**config.mk**
```make
export PLATFORM = sky130hd
export DESIGN_NAME = cgm_base_clock
export DESIGN_NICKNAME = d
export VERILOG_FILES = /design/src/cgm_pkg.sv /design/src/cgm_pin_sync.sv /design/src/cgm_base_clock.sv
export VERILOG_INCLUDE_DIRS = /design/src
export SDC_FILE = /design/constraint.sdc
export NUM_CORES = 1
export LEC_CHECK = 0
export ABC_AREA = 1
export BUFFER_PORTS_ARGS = -buffer_cell sky130_fd_sc_hd__buf_2
export CAP_MARGIN = 20
export CORE_MARGIN = 2
export CORE_UTILIZATION = 52
export CTS_BUF_LIST = sky130_fd_sc_hd__clkbuf_8
export DETAILED_ROUTE_END_ITERATION = 12
export PLACE_DENSITY = 0.95
export REMOVE_ABC_BUFFERS = 1
export SYNTH_ARGS = -nofsm -noshare
export SYNTH_HDL_FRONTEND = slang
export SYNTH_SLANG_ARGS = --single-unit
```
**constraint.sdc**
```tcl
create_clock -name I_CLK -period 3 [get_ports I_CLK]
set_input_delay 0.15 -clock I_CLK [delete_from_list [all_inputs] [get_ports I_CLK]]
set_output_delay 0.15 -clock I_CLK [all_outputs]
set_load 0.02 [all_outputs]
```
**src/cgm_params.svh**
```systemverilog
// Constants of the base clock selector: register indices, fields, resets.
// Assumes a Wishbone slave decoding word indices from byte address bits 7:2.
`ifndef CGM_PARAMS_SVH
`define CGM_PARAMS_SVH
`define IDX_PLL_CONTROL   6'h1c
`define IDX_PLL_BANDWIDTH 6'h1d
`define IDX_PLL_PROGRAM   6'h1e
`define F_IRQ_EN          7
`define F_LOCK_FLAG       6
`define F_PLL_ON          5
`define F_BCS             4
`define F_AUTO            7
`define F_LOCK            6
`define F_ACQ             5
`define F_XLD             4
`define CTRL_LOW_NIBBLE   4'hf
`define BW_LOW_NIBBLE     4'h0
`define RST_MULT          4'h6
`define RST_RANGE         4'h6
`define SWITCH_EDGES      3
`endif

```
**src/cgm_pkg.sv**
```systemverilog
// Types shared by the base clock selector files.
// Assumes nothing of its surroundings.
`default_nettype none
package cgm_pkg;
   typedef logic [31:0] wb_data_t;
   typedef enum logic [0:0] {ST_RUN = 1'b0, ST_WAIT = 1'b1} sw_state_t;
endpackage : cgm_pkg
`default_nettype wire

```
**src/cgm_pin_sync.sv**
```systemverilog
// Two-flop synchroniser with edge detection for one pin.
// Assumes the pin is asynchronous to i_clk and slower than half its rate.
`timescale 1ns/1ns
`default_nettype none
module cgm_pin_sync (
   input  wire logic i_clk,
   input  wire logic i_rst_n,
   input  wire logic i_pin,
   output logic      o_level,
   output logic      o_rise,
   output logic      o_fall
);
   logic s1_q;
   logic s2_q;
   logic s3_q;

   always_ff @(posedge i_clk)
   begin
      if (!i_rst_n)
      begin
         s1_q <= 1'b0;
         s2_q <= 1'b0;
         s3_q <= 1'b0;
      end
      else
      begin
         s1_q <= i_pin;
         s2_q <= s1_q;
         s3_q <= s2_q;
      end
   end

   assign o_level = s2_q;
   assign o_rise  = s2_q & ~s3_q;
   assign o_fall  = ~s2_q & s3_q;
endmodule : cgm_pin_sync
`default_nettype wire

```
**src/cgm_base_clock.sv**
```systemverilog
// Base clock selector control with its three byte registers.
// Assumes a classic Wishbone master and analog clocks sampled as pins.
`timescale 1ns/1ns
`default_nettype none
`include "cgm_params.svh"
module cgm_base_clock #(
   parameter int SWITCH_EDGES = `SWITCH_EDGES
) (
   input  wire logic             I_CLK,
   input  wire logic             I_RST_N,
   input  wire logic             I_WB_CYC,
   input  wire logic             I_WB_STB,
   input  wire logic             I_WB_WE,
   input  wire logic [7:0]       I_WB_ADR,
   input  wire logic [3:0]       I_WB_SEL,
   input  wire cgm_pkg::wb_data_t I_WB_DAT,
   output cgm_pkg::wb_data_t     O_WB_DAT,
   output logic                  O_WB_ACK,
   input  wire logic             I_XTAL_CLK,
   input  wire logic             I_VCO_CLK,
   input  wire logic             I_LOCK,
   input  wire logic             I_ACQ_TRK,
   input  wire logic             I_OSC_EN,
   output logic                  O_BASE_CLK,
   output logic                  O_CLKGEN_IRQ,
   output logic                  O_OSC_RUN,
   output logic                  O_PLL_RUN,
   output logic                  O_AUTO_BW,
   output logic                  O_ACQ_TRACK,
   output logic [3:0]            O_FB_MULT,
   output logic [3:0]            O_VCO_RANGE
);
   import cgm_pkg::*;

   localparam logic [3:0] EDGES = 4'(SWITCH_EDGES);
   generate
      if (SWITCH_EDGES < 1 || SWITCH_EDGES > 15)
      begin : g_bad_edges
         $error("SWITCH_EDGES must lie in 1 to 15");
      end
   endgenerate
   logic [3:0] pins;
   logic [3:0] lvl;
   logic [3:0] rise;
   logic [3:0] fall;
   logic       x_rise;
   logic       v_rise;
   logic       lock_lvl;
   logic       lock_chg;
   logic       acq_lvl;
   logic       ack_q;
   logic       ack_d;
   logic       acc;
   logic [5:0] idx;
   logic       wr_ctrl;
   logic       wr_bw;
   logic       wr_prog;
   logic       acc_ctrl;
   logic       take_ctrl;
   logic [7:0] wd;
   logic [7:0] rd_d;
   wb_data_t   dat_q;
   logic       irq_en_q;
   logic       flag_q;
   logic       pll_on_q;
   logic       bcs_q;
   logic       auto_q;
   logic       acq_man_q;
   logic       xld_q;
   logic [3:0] mult_q;
   logic [3:0] range_q;
   sw_state_t  state_q;
   logic       src_q;
   logic [3:0] xcnt_q;
   logic [3:0] vcnt_q;
   logic       out_q;
   logic       sel_rise;
   logic       irq_q;
   logic       osc_run_q;
   logic       pll_run_q;

   // Pin synchronisers
   assign pins = {I_ACQ_TRK, I_LOCK, I_VCO_CLK, I_XTAL_CLK};
   genvar g;
   generate
      for (g = 0; g < 4; g++)
      begin : g_sync
         cgm_pin_sync u_cgm_pin_sync (
            .i_clk   (I_CLK),
            .i_rst_n (I_RST_N),
            .i_pin   (pins[g]),
            .o_level (lvl[g]),
            .o_rise  (rise[g]),
            .o_fall  (fall[g])
         );
      end
   endgenerate

   assign x_rise   = rise[0];
   assign v_rise   = rise[1];
   assign lock_lvl = lvl[2];
   assign lock_chg = rise[2] | fall[2];
   assign acq_lvl  = lvl[3];

   // Wishbone slave, answers one cycle after the request
   assign ack_d    = I_WB_CYC & I_WB_STB & ~ack_q;
   assign acc      = I_WB_CYC & I_WB_STB & ack_q;
   assign idx      = I_WB_ADR[7:2];
   assign wd       = I_WB_DAT[7:0];
   assign acc_ctrl = acc & (idx == `IDX_PLL_CONTROL);
   assign take_ctrl = ack_d & (idx == `IDX_PLL_CONTROL);
   assign wr_ctrl  = acc_ctrl & I_WB_WE & I_WB_SEL[0];
   assign wr_bw    = acc & I_WB_WE & I_WB_SEL[0] & (idx == `IDX_PLL_BANDWIDTH);
   assign wr_prog  = acc & I_WB_WE & I_WB_SEL[0] & (idx == `IDX_PLL_PROGRAM);
   always_comb
   begin
      case (idx)
         `IDX_PLL_CONTROL:
            rd_d = {irq_en_q & auto_q, flag_q & auto_q, pll_on_q, bcs_q,
                    `CTRL_LOW_NIBBLE};
         `IDX_PLL_BANDWIDTH:
            rd_d = {auto_q, lock_lvl & auto_q,
                    auto_q ? acq_lvl : acq_man_q,
                    xld_q & bcs_q, `BW_LOW_NIBBLE};
         `IDX_PLL_PROGRAM:
            rd_d = {mult_q, range_q};
         default:
            rd_d = 8'h00;
      endcase
   end
   always_ff @(posedge I_CLK)
   begin
      if (!I_RST_N)
      begin
         ack_q <= 1'b0;
         dat_q <= 32'h0000_0000;
      end
      else
      begin
         ack_q <= ack_d;
         dat_q <= ack_d ? {24'h00_0000, rd_d} : 32'h0000_0000;
      end
   end

   assign O_WB_ACK = ack_q;
   assign O_WB_DAT = dat_q;
   // Control register
   always_ff @(posedge I_CLK)
   begin
      if (!I_RST_N)
      begin
         irq_en_q <= 1'b0;
         flag_q   <= 1'b0;
         pll_on_q <= 1'b1;
         bcs_q    <= 1'b0;
      end
      else
      begin
         if (!auto_q)
            irq_en_q <= 1'b0;
         else if (wr_ctrl)
            irq_en_q <= wd[`F_IRQ_EN];
         if (!auto_q)
            flag_q <= 1'b0;
         else if (lock_chg)
            flag_q <= 1'b1;
         else if (take_ctrl)
            flag_q <= 1'b0;
         if (bcs_q)
            pll_on_q <= 1'b1;
         else if (wr_ctrl)
            pll_on_q <= wd[`F_PLL_ON];
         if (!I_OSC_EN || !pll_on_q || range_q == 4'h0)
            bcs_q <= 1'b0;
         else if (wr_ctrl)
            bcs_q <= wd[`F_BCS] & (wd[`F_PLL_ON] | bcs_q);
      end
   end

   // Bandwidth control register
   always_ff @(posedge I_CLK)
   begin
      if (!I_RST_N)
      begin
         auto_q    <= 1'b0;
         acq_man_q <= 1'b0;
         xld_q     <= 1'b0;
      end
      else
      begin
         if (wr_bw)
            auto_q <= wd[`F_AUTO];
         if (wr_bw && !auto_q)
            acq_man_q <= wd[`F_ACQ];
         if (!bcs_q)
            xld_q <= 1'b0;
         else if (wr_bw && wd[`F_XLD])
            xld_q <= 1'b1;
         else if (x_rise)
            xld_q <= 1'b0;
      end
   end

   // Programming register
   always_ff @(posedge I_CLK)
   begin
      if (!I_RST_N)
      begin
         mult_q  <= `RST_MULT;
         range_q <= `RST_RANGE;
      end
      else if (wr_prog && !pll_on_q)
      begin
         mult_q  <= wd[7:4];
         range_q <= wd[3:0];
      end
   end

   // Transition control: hold output until both sources show enough edges
   always_ff @(posedge I_CLK)
   begin
      if (!I_RST_N)
      begin
         state_q <= ST_RUN;
         src_q   <= 1'b0;
         xcnt_q  <= 4'h0;
         vcnt_q  <= 4'h0;
      end
      else if (!I_OSC_EN)
      begin
         state_q <= ST_RUN;
         src_q   <= 1'b0;
         xcnt_q  <= 4'h0;
         vcnt_q  <= 4'h0;
      end
      else
      begin
         case (state_q)
            ST_RUN:
               if (bcs_q != src_q)
               begin
                  state_q <= ST_WAIT;
                  xcnt_q  <= 4'h0;
                  vcnt_q  <= 4'h0;
               end
            ST_WAIT:
            begin
               if (x_rise && xcnt_q < EDGES)
                  xcnt_q <= xcnt_q + 4'h1;
               if (v_rise && vcnt_q < EDGES)
                  vcnt_q <= vcnt_q + 4'h1;
               if (xcnt_q == EDGES && vcnt_q == EDGES)
               begin
                  src_q   <= bcs_q;
                  state_q <= ST_RUN;
               end
            end
            default:
               state_q <= ST_RUN;
         endcase
      end
   end

   // Divide by two: one toggle per source rising edge
   assign sel_rise = src_q ? v_rise : x_rise;

   always_ff @(posedge I_CLK)
   begin
      if (!I_RST_N)
         out_q <= 1'b0;
      else if (!I_OSC_EN)
         out_q <= 1'b0;
      else if (state_q == ST_RUN && sel_rise)
         out_q <= ~out_q;
   end

   // Interrupt and analog enables
   always_ff @(posedge I_CLK)
   begin
      if (!I_RST_N)
      begin
         irq_q     <= 1'b0;
         osc_run_q <= 1'b0;
         pll_run_q <= 1'b0;
      end
      else
      begin
         irq_q     <= flag_q & irq_en_q & I_OSC_EN;
         osc_run_q <= I_OSC_EN;
         pll_run_q <= I_OSC_EN & pll_on_q & (range_q != 4'h0);
      end
   end

   assign O_BASE_CLK   = out_q;
   assign O_CLKGEN_IRQ = irq_q;
   assign O_OSC_RUN    = osc_run_q;
   assign O_PLL_RUN    = pll_run_q;
   assign O_AUTO_BW    = auto_q;
   assign O_ACQ_TRACK  = acq_man_q;
   assign O_FB_MULT    = mult_q;
   assign O_VCO_RANGE  = range_q;
endmodule : cgm_base_clock
`default_nettype wire

```
==> impl_metrics.json <==
{
  "detail_route.wl_per_cell_um": 11.1,
  "synth.yosys.seq_area_share_pct": 43.8,
  "root_buffer": "sky130_fd_sc_hd__clkbuf_8",
  "drt.antenna.violating_nets": 0,
  "drt_wl_total_um": 4400,
  "final.setup_skew_ns": 0.0130,
  "result_of_the_run": "completed",
  "share_seq_of_total_power_pct": 56.5,
  "clock_power_share_pct": 35.8,
  "detail_route.drc_violations": 0,
  "worst_setup_path_end_kind": "flop",
  "initial_utilization_pct": 54.8,
  "area.growth.synth_to_final_pct": 11.9,
  "finalCriticalPeriod_ns": 1.32,
  "yosys_warnings": 0,
  "synth_area_per_cell_um2": 7.49,
  "clock_latency_ns": 0.30,
  "clock_path_buffers": 2,
  "cts_made_buffers": 5,
  "synth-async-reset-ratio_pct": 0,
  "share_of_the_cycle_needed_by_the_critical_path_after_routing_pct": 44.1,
  "globalplace.congestion": 0.838,
  "design.die.area_um2": 4850,
  "cts.repair.resized": 0,
  "slowest_stage_cell_crit_path": "sky130_fd_sc_hd__nor2_4",
  "sequential_cell_area_um2": 981,
  "irDropWorstVdd_uv": 211,
  "grt_pass1_vias": 1688,
  "layout.nets": 403,
  "synth_commonest_cells": "69 x sky130_fd_sc_hd__nand2_1, 49 x sky130_fd_sc_hd__dfxtp_1, 46 x sky130_fd_sc_hd__inv_1",
  "max_stage_delay_ns": 0.39,
  "worstPathRequired_ns": 3.17,
  "setup_violations": 0,
  "unrepaired_setup_endpoints_after_global_routing": "no",
  "p_sw_uw": 280,
  "fp.dieW_um": 69.6,
  "synthesis.area_um2": 2240,
  "number_of_buffers_inserted_for_hold_repair_after_clock_tree_synthesis": 0,
  "pre_cts_slack_ns": 1.67,
  "share_of_post_route_cells_with_drive_strength_above_1_pct": 19.8,
  "top_level_ports": 101,
  "r2r_cells": 5,
  "minimum_setup_slack_among_reg_to_reg_paths_ns": 1.68,
  "comb_power_share_pct": 7.7,
  "cp_cell_sequence": "nand3_1, nor2_4, nand3_4, nand2_1, nand3_1",
  "grt.overflow.total": 0,
  "hold_depth": 3,
  "f_max_mhz": 755,
  "postSynthCellCount": 299,
  "dieHeight_um": 69.6,
  "crit_fanout": 18,
  "number_of_antenna_violations_at_the_first_check_in_global_routing": 0,
  "timing_worst_setup_path_type": "reg2reg",
  "pwr_density_cell_nw_per_um2": 467,
  "leakage_uw": 0.00129,
  "yosys.area.top_type": "sky130_fd_sc_hd__dfxtp_1",
  "clk_pin_slew_ns": 0.09,
  "synth_seq_cells": 49,
  "timing.critical_path.from_type": "flop",
  "synthDominantCellAreaShare_pct": 43.8,
  "min_delay_worst_endpoint": "g_sync[0].u_cgm_pin_sync.s1_q",
  "postLayoutCoreUtil_pct": 61.4,
  "finalInstanceArea_um2": 2510,
  "grt_max_degree": 27,
  "global_route.usage.total_pct": 18.3,
  "crit_arrival_ns": 1.50,
  "netlist-cell-type-count": 28,
  "cts_post_setup_buffers_inserted": 0,
  "cp_top_family": "simple AND/OR/NAND/NOR gates",
  "critical_path.most_common_cell": "sky130_fd_sc_hd__nand3_1",
  "yosysMostFrequentCell": "sky130_fd_sc_hd__nand2_1",
  "origin_of_the_worst_min_delay_path": "I_XTAL_CLK",
  "dr_total_vias": 1888,
  "timing_hold_violations_final": 0,
  "clock_sinks": 49,
  "placement.io_buffers": 47,
  "placedInstanceArea_um2": 2410,
  "grt_pass1_wl_um": 7290,
  "reg2reg_from": "O_WB_ACK",
  "timing.critical_path.buf_inv": 0,
  "worst_flop_to_flop_path_endpoint": "O_FB_MULT[1]",
  "antenna_cells": 0,
  "ys_dominant_reg_cell": "sky130_fd_sc_hd__dfxtp_1",
  "synth-edff-count": 0,
  "slew_violations": 0,
  "rows": 23,
  "area_of_the_core_region_um2": 4090,
  "detail_placement_hpwl_um": 3160,
  "finalSetupTns_ns": 0,
  "post_synth_main_area_contributors": "sky130_fd_sc_hd__dfxtp_1 44%, sky130_fd_sc_hd__nand2_1 12%, sky130_fd_sc_hd__buf_4 8.4%, sky130_fd_sc_hd__inv_1 7.7%, sky130_fd_sc_hd__nand3_1 5.1%",
  "first_pass_iters": 4,
  "h-tree-depth": 2,
  "final.setup.worst_slack_ns": 1.68,
  "multi_input_area_um2": 943,
  "p_sw_share_pct": 23.9,
  "number_of_fillers_in_the_final_layout": 361,
  "vias_per_cell": 4.74,
  "drv.max_cap_violation_count": 0,
  "power_report.internal_total_uw": 890,
  "whs_ns": 0.0357,
  "cts_tree": "yes",
  "hold_path.class": "in2reg",
  "first_iter_violations": 134
}
## metrics by stage
| stage | power [µW] | cells |
|---|---|---|
| finish | 1170 | 398 |
| global route | 1210 | 398 |
| CTS | 1170 | 398 |
| detailed placement | 766 | 390 |
| global placement | 764 | 390 |
| floorplan | 733 | 293 |
## per-layer routing
layer	global-route usage (%)	vias to the layer above	share of wire [%]
met5	0	-	0
met4	5.77	0	1.4
met3	4.22	5	8.1
met2	31.5	74	46
met1	22.8	828	44
li1	-	981	-
## kinds of logic (layout without fill, tap and decap cells)
logic type | Yosys count | after routing | share of synthesized area (%)
simple gates | 145 | 145 | 30.8
buf+inv | 78 | 104 | 18.0
flops | 49 | 49 | 43.8
compound gates | 23 | 23 | 5.75
fa+ha+maj | 2 | 2 | 1.12
other cells | 1 | 24 | 0.167
xor+xnor | 1 | 1 | 0.391
## power by group through the flow
stage	Sequential (µW)	Combinational, µW	Clock, µW
after floorplan	679	53.7	0
after global placement	677	87.5	0
after detailed placement	677	88.9	0
after CTS	661	89.4	422
after global routing	662	99.3	448
final	661	90.2	419
## placed cells by master, fill, tap and decap left out
cell and instances:
sky130_fd_sc_hd__nor2_4 4, sky130_fd_sc_hd__nand3_1 23, sky130_fd_sc_hd__nand2_2 1, sky130_fd_sc_hd__nand2_4 1
sky130_fd_sc_hd__nand3_4 1, sky130_fd_sc_hd__a21oi_1 16, sky130_fd_sc_hd__inv_1 46, sky130_fd_sc_hd__buf_2 47
sky130_fd_sc_hd__nor3b_1 4, sky130_fd_sc_hd__clkbuf_8 7, sky130_fd_sc_hd__o21bai_1 1, sky130_fd_sc_hd__a21oi_2 1
sky130_fd_sc_hd__conb_1 24, sky130_fd_sc_hd__nor3_1 1, sky130_fd_sc_hd__ha_1 2, sky130_fd_sc_hd__dfxtp_1 49
sky130_fd_sc_hd__clkinv_1 1, sky130_fd_sc_hd__nor2_1 25, sky130_fd_sc_hd__nand3_2 2, sky130_fd_sc_hd__or2_2 1
sky130_fd_sc_hd__xnor2_1 1, sky130_fd_sc_hd__clkinv_2 2, sky130_fd_sc_hd__nand2_1 69, sky130_fd_sc_hd__o21ai_0 4
sky130_fd_sc_hd__a31oi_2 1, sky130_fd_sc_hd__inv_2 1, sky130_fd_sc_hd__nand4_1 13
## worst register-to-register path, delay by kind of cell, from the launching register on
kind / cells / cell delay, ns
flip-flops: 1 / 0.35
AND/OR/NAND/NOR: 5 / 0.86
## worst max-delay path by stage
stage / cells after the start / startpoint / to
3_3_place_gp: 7 / I_RST_N / bcs_q
5_1_grt: 5 / O_WB_ACK / O_VCO_RANGE[1]
3_5_place_dp: 7 / I_RST_N / bcs_q
6_report: 5 / O_WB_ACK / O_FB_MULT[1]
2_1_floorplan: 5 / O_WB_ACK / O_VCO_RANGE[1]
4_1_cts: 5 / O_WB_ACK / O_FB_MULT[1]
## sequential cells by signal (all words and copies together), names as in the netlist, 3 cells and up
register / count
g_sync.u_cgm_pin_sync.o_level: 4
g_sync.u_cgm_pin_sync.s1_q: 4
O_WB_DAT: 8
xcnt_q: 4
g_sync.u_cgm_pin_sync.s3_q: 3
O_FB_MULT: 4
vcnt_q: 4
O_VCO_RANGE: 4
## cell type report
class,instances,share of cell area [%]
sequential,49,39.1
multi-input combinational,195,37.6
clock buffer,7,3.84
tap,50,2.49
clock inverter,1,0.200
timing repair buffer,47,9.38
inverter,49,7.38
Note: power is estimated with default switching activity, not from simulation.
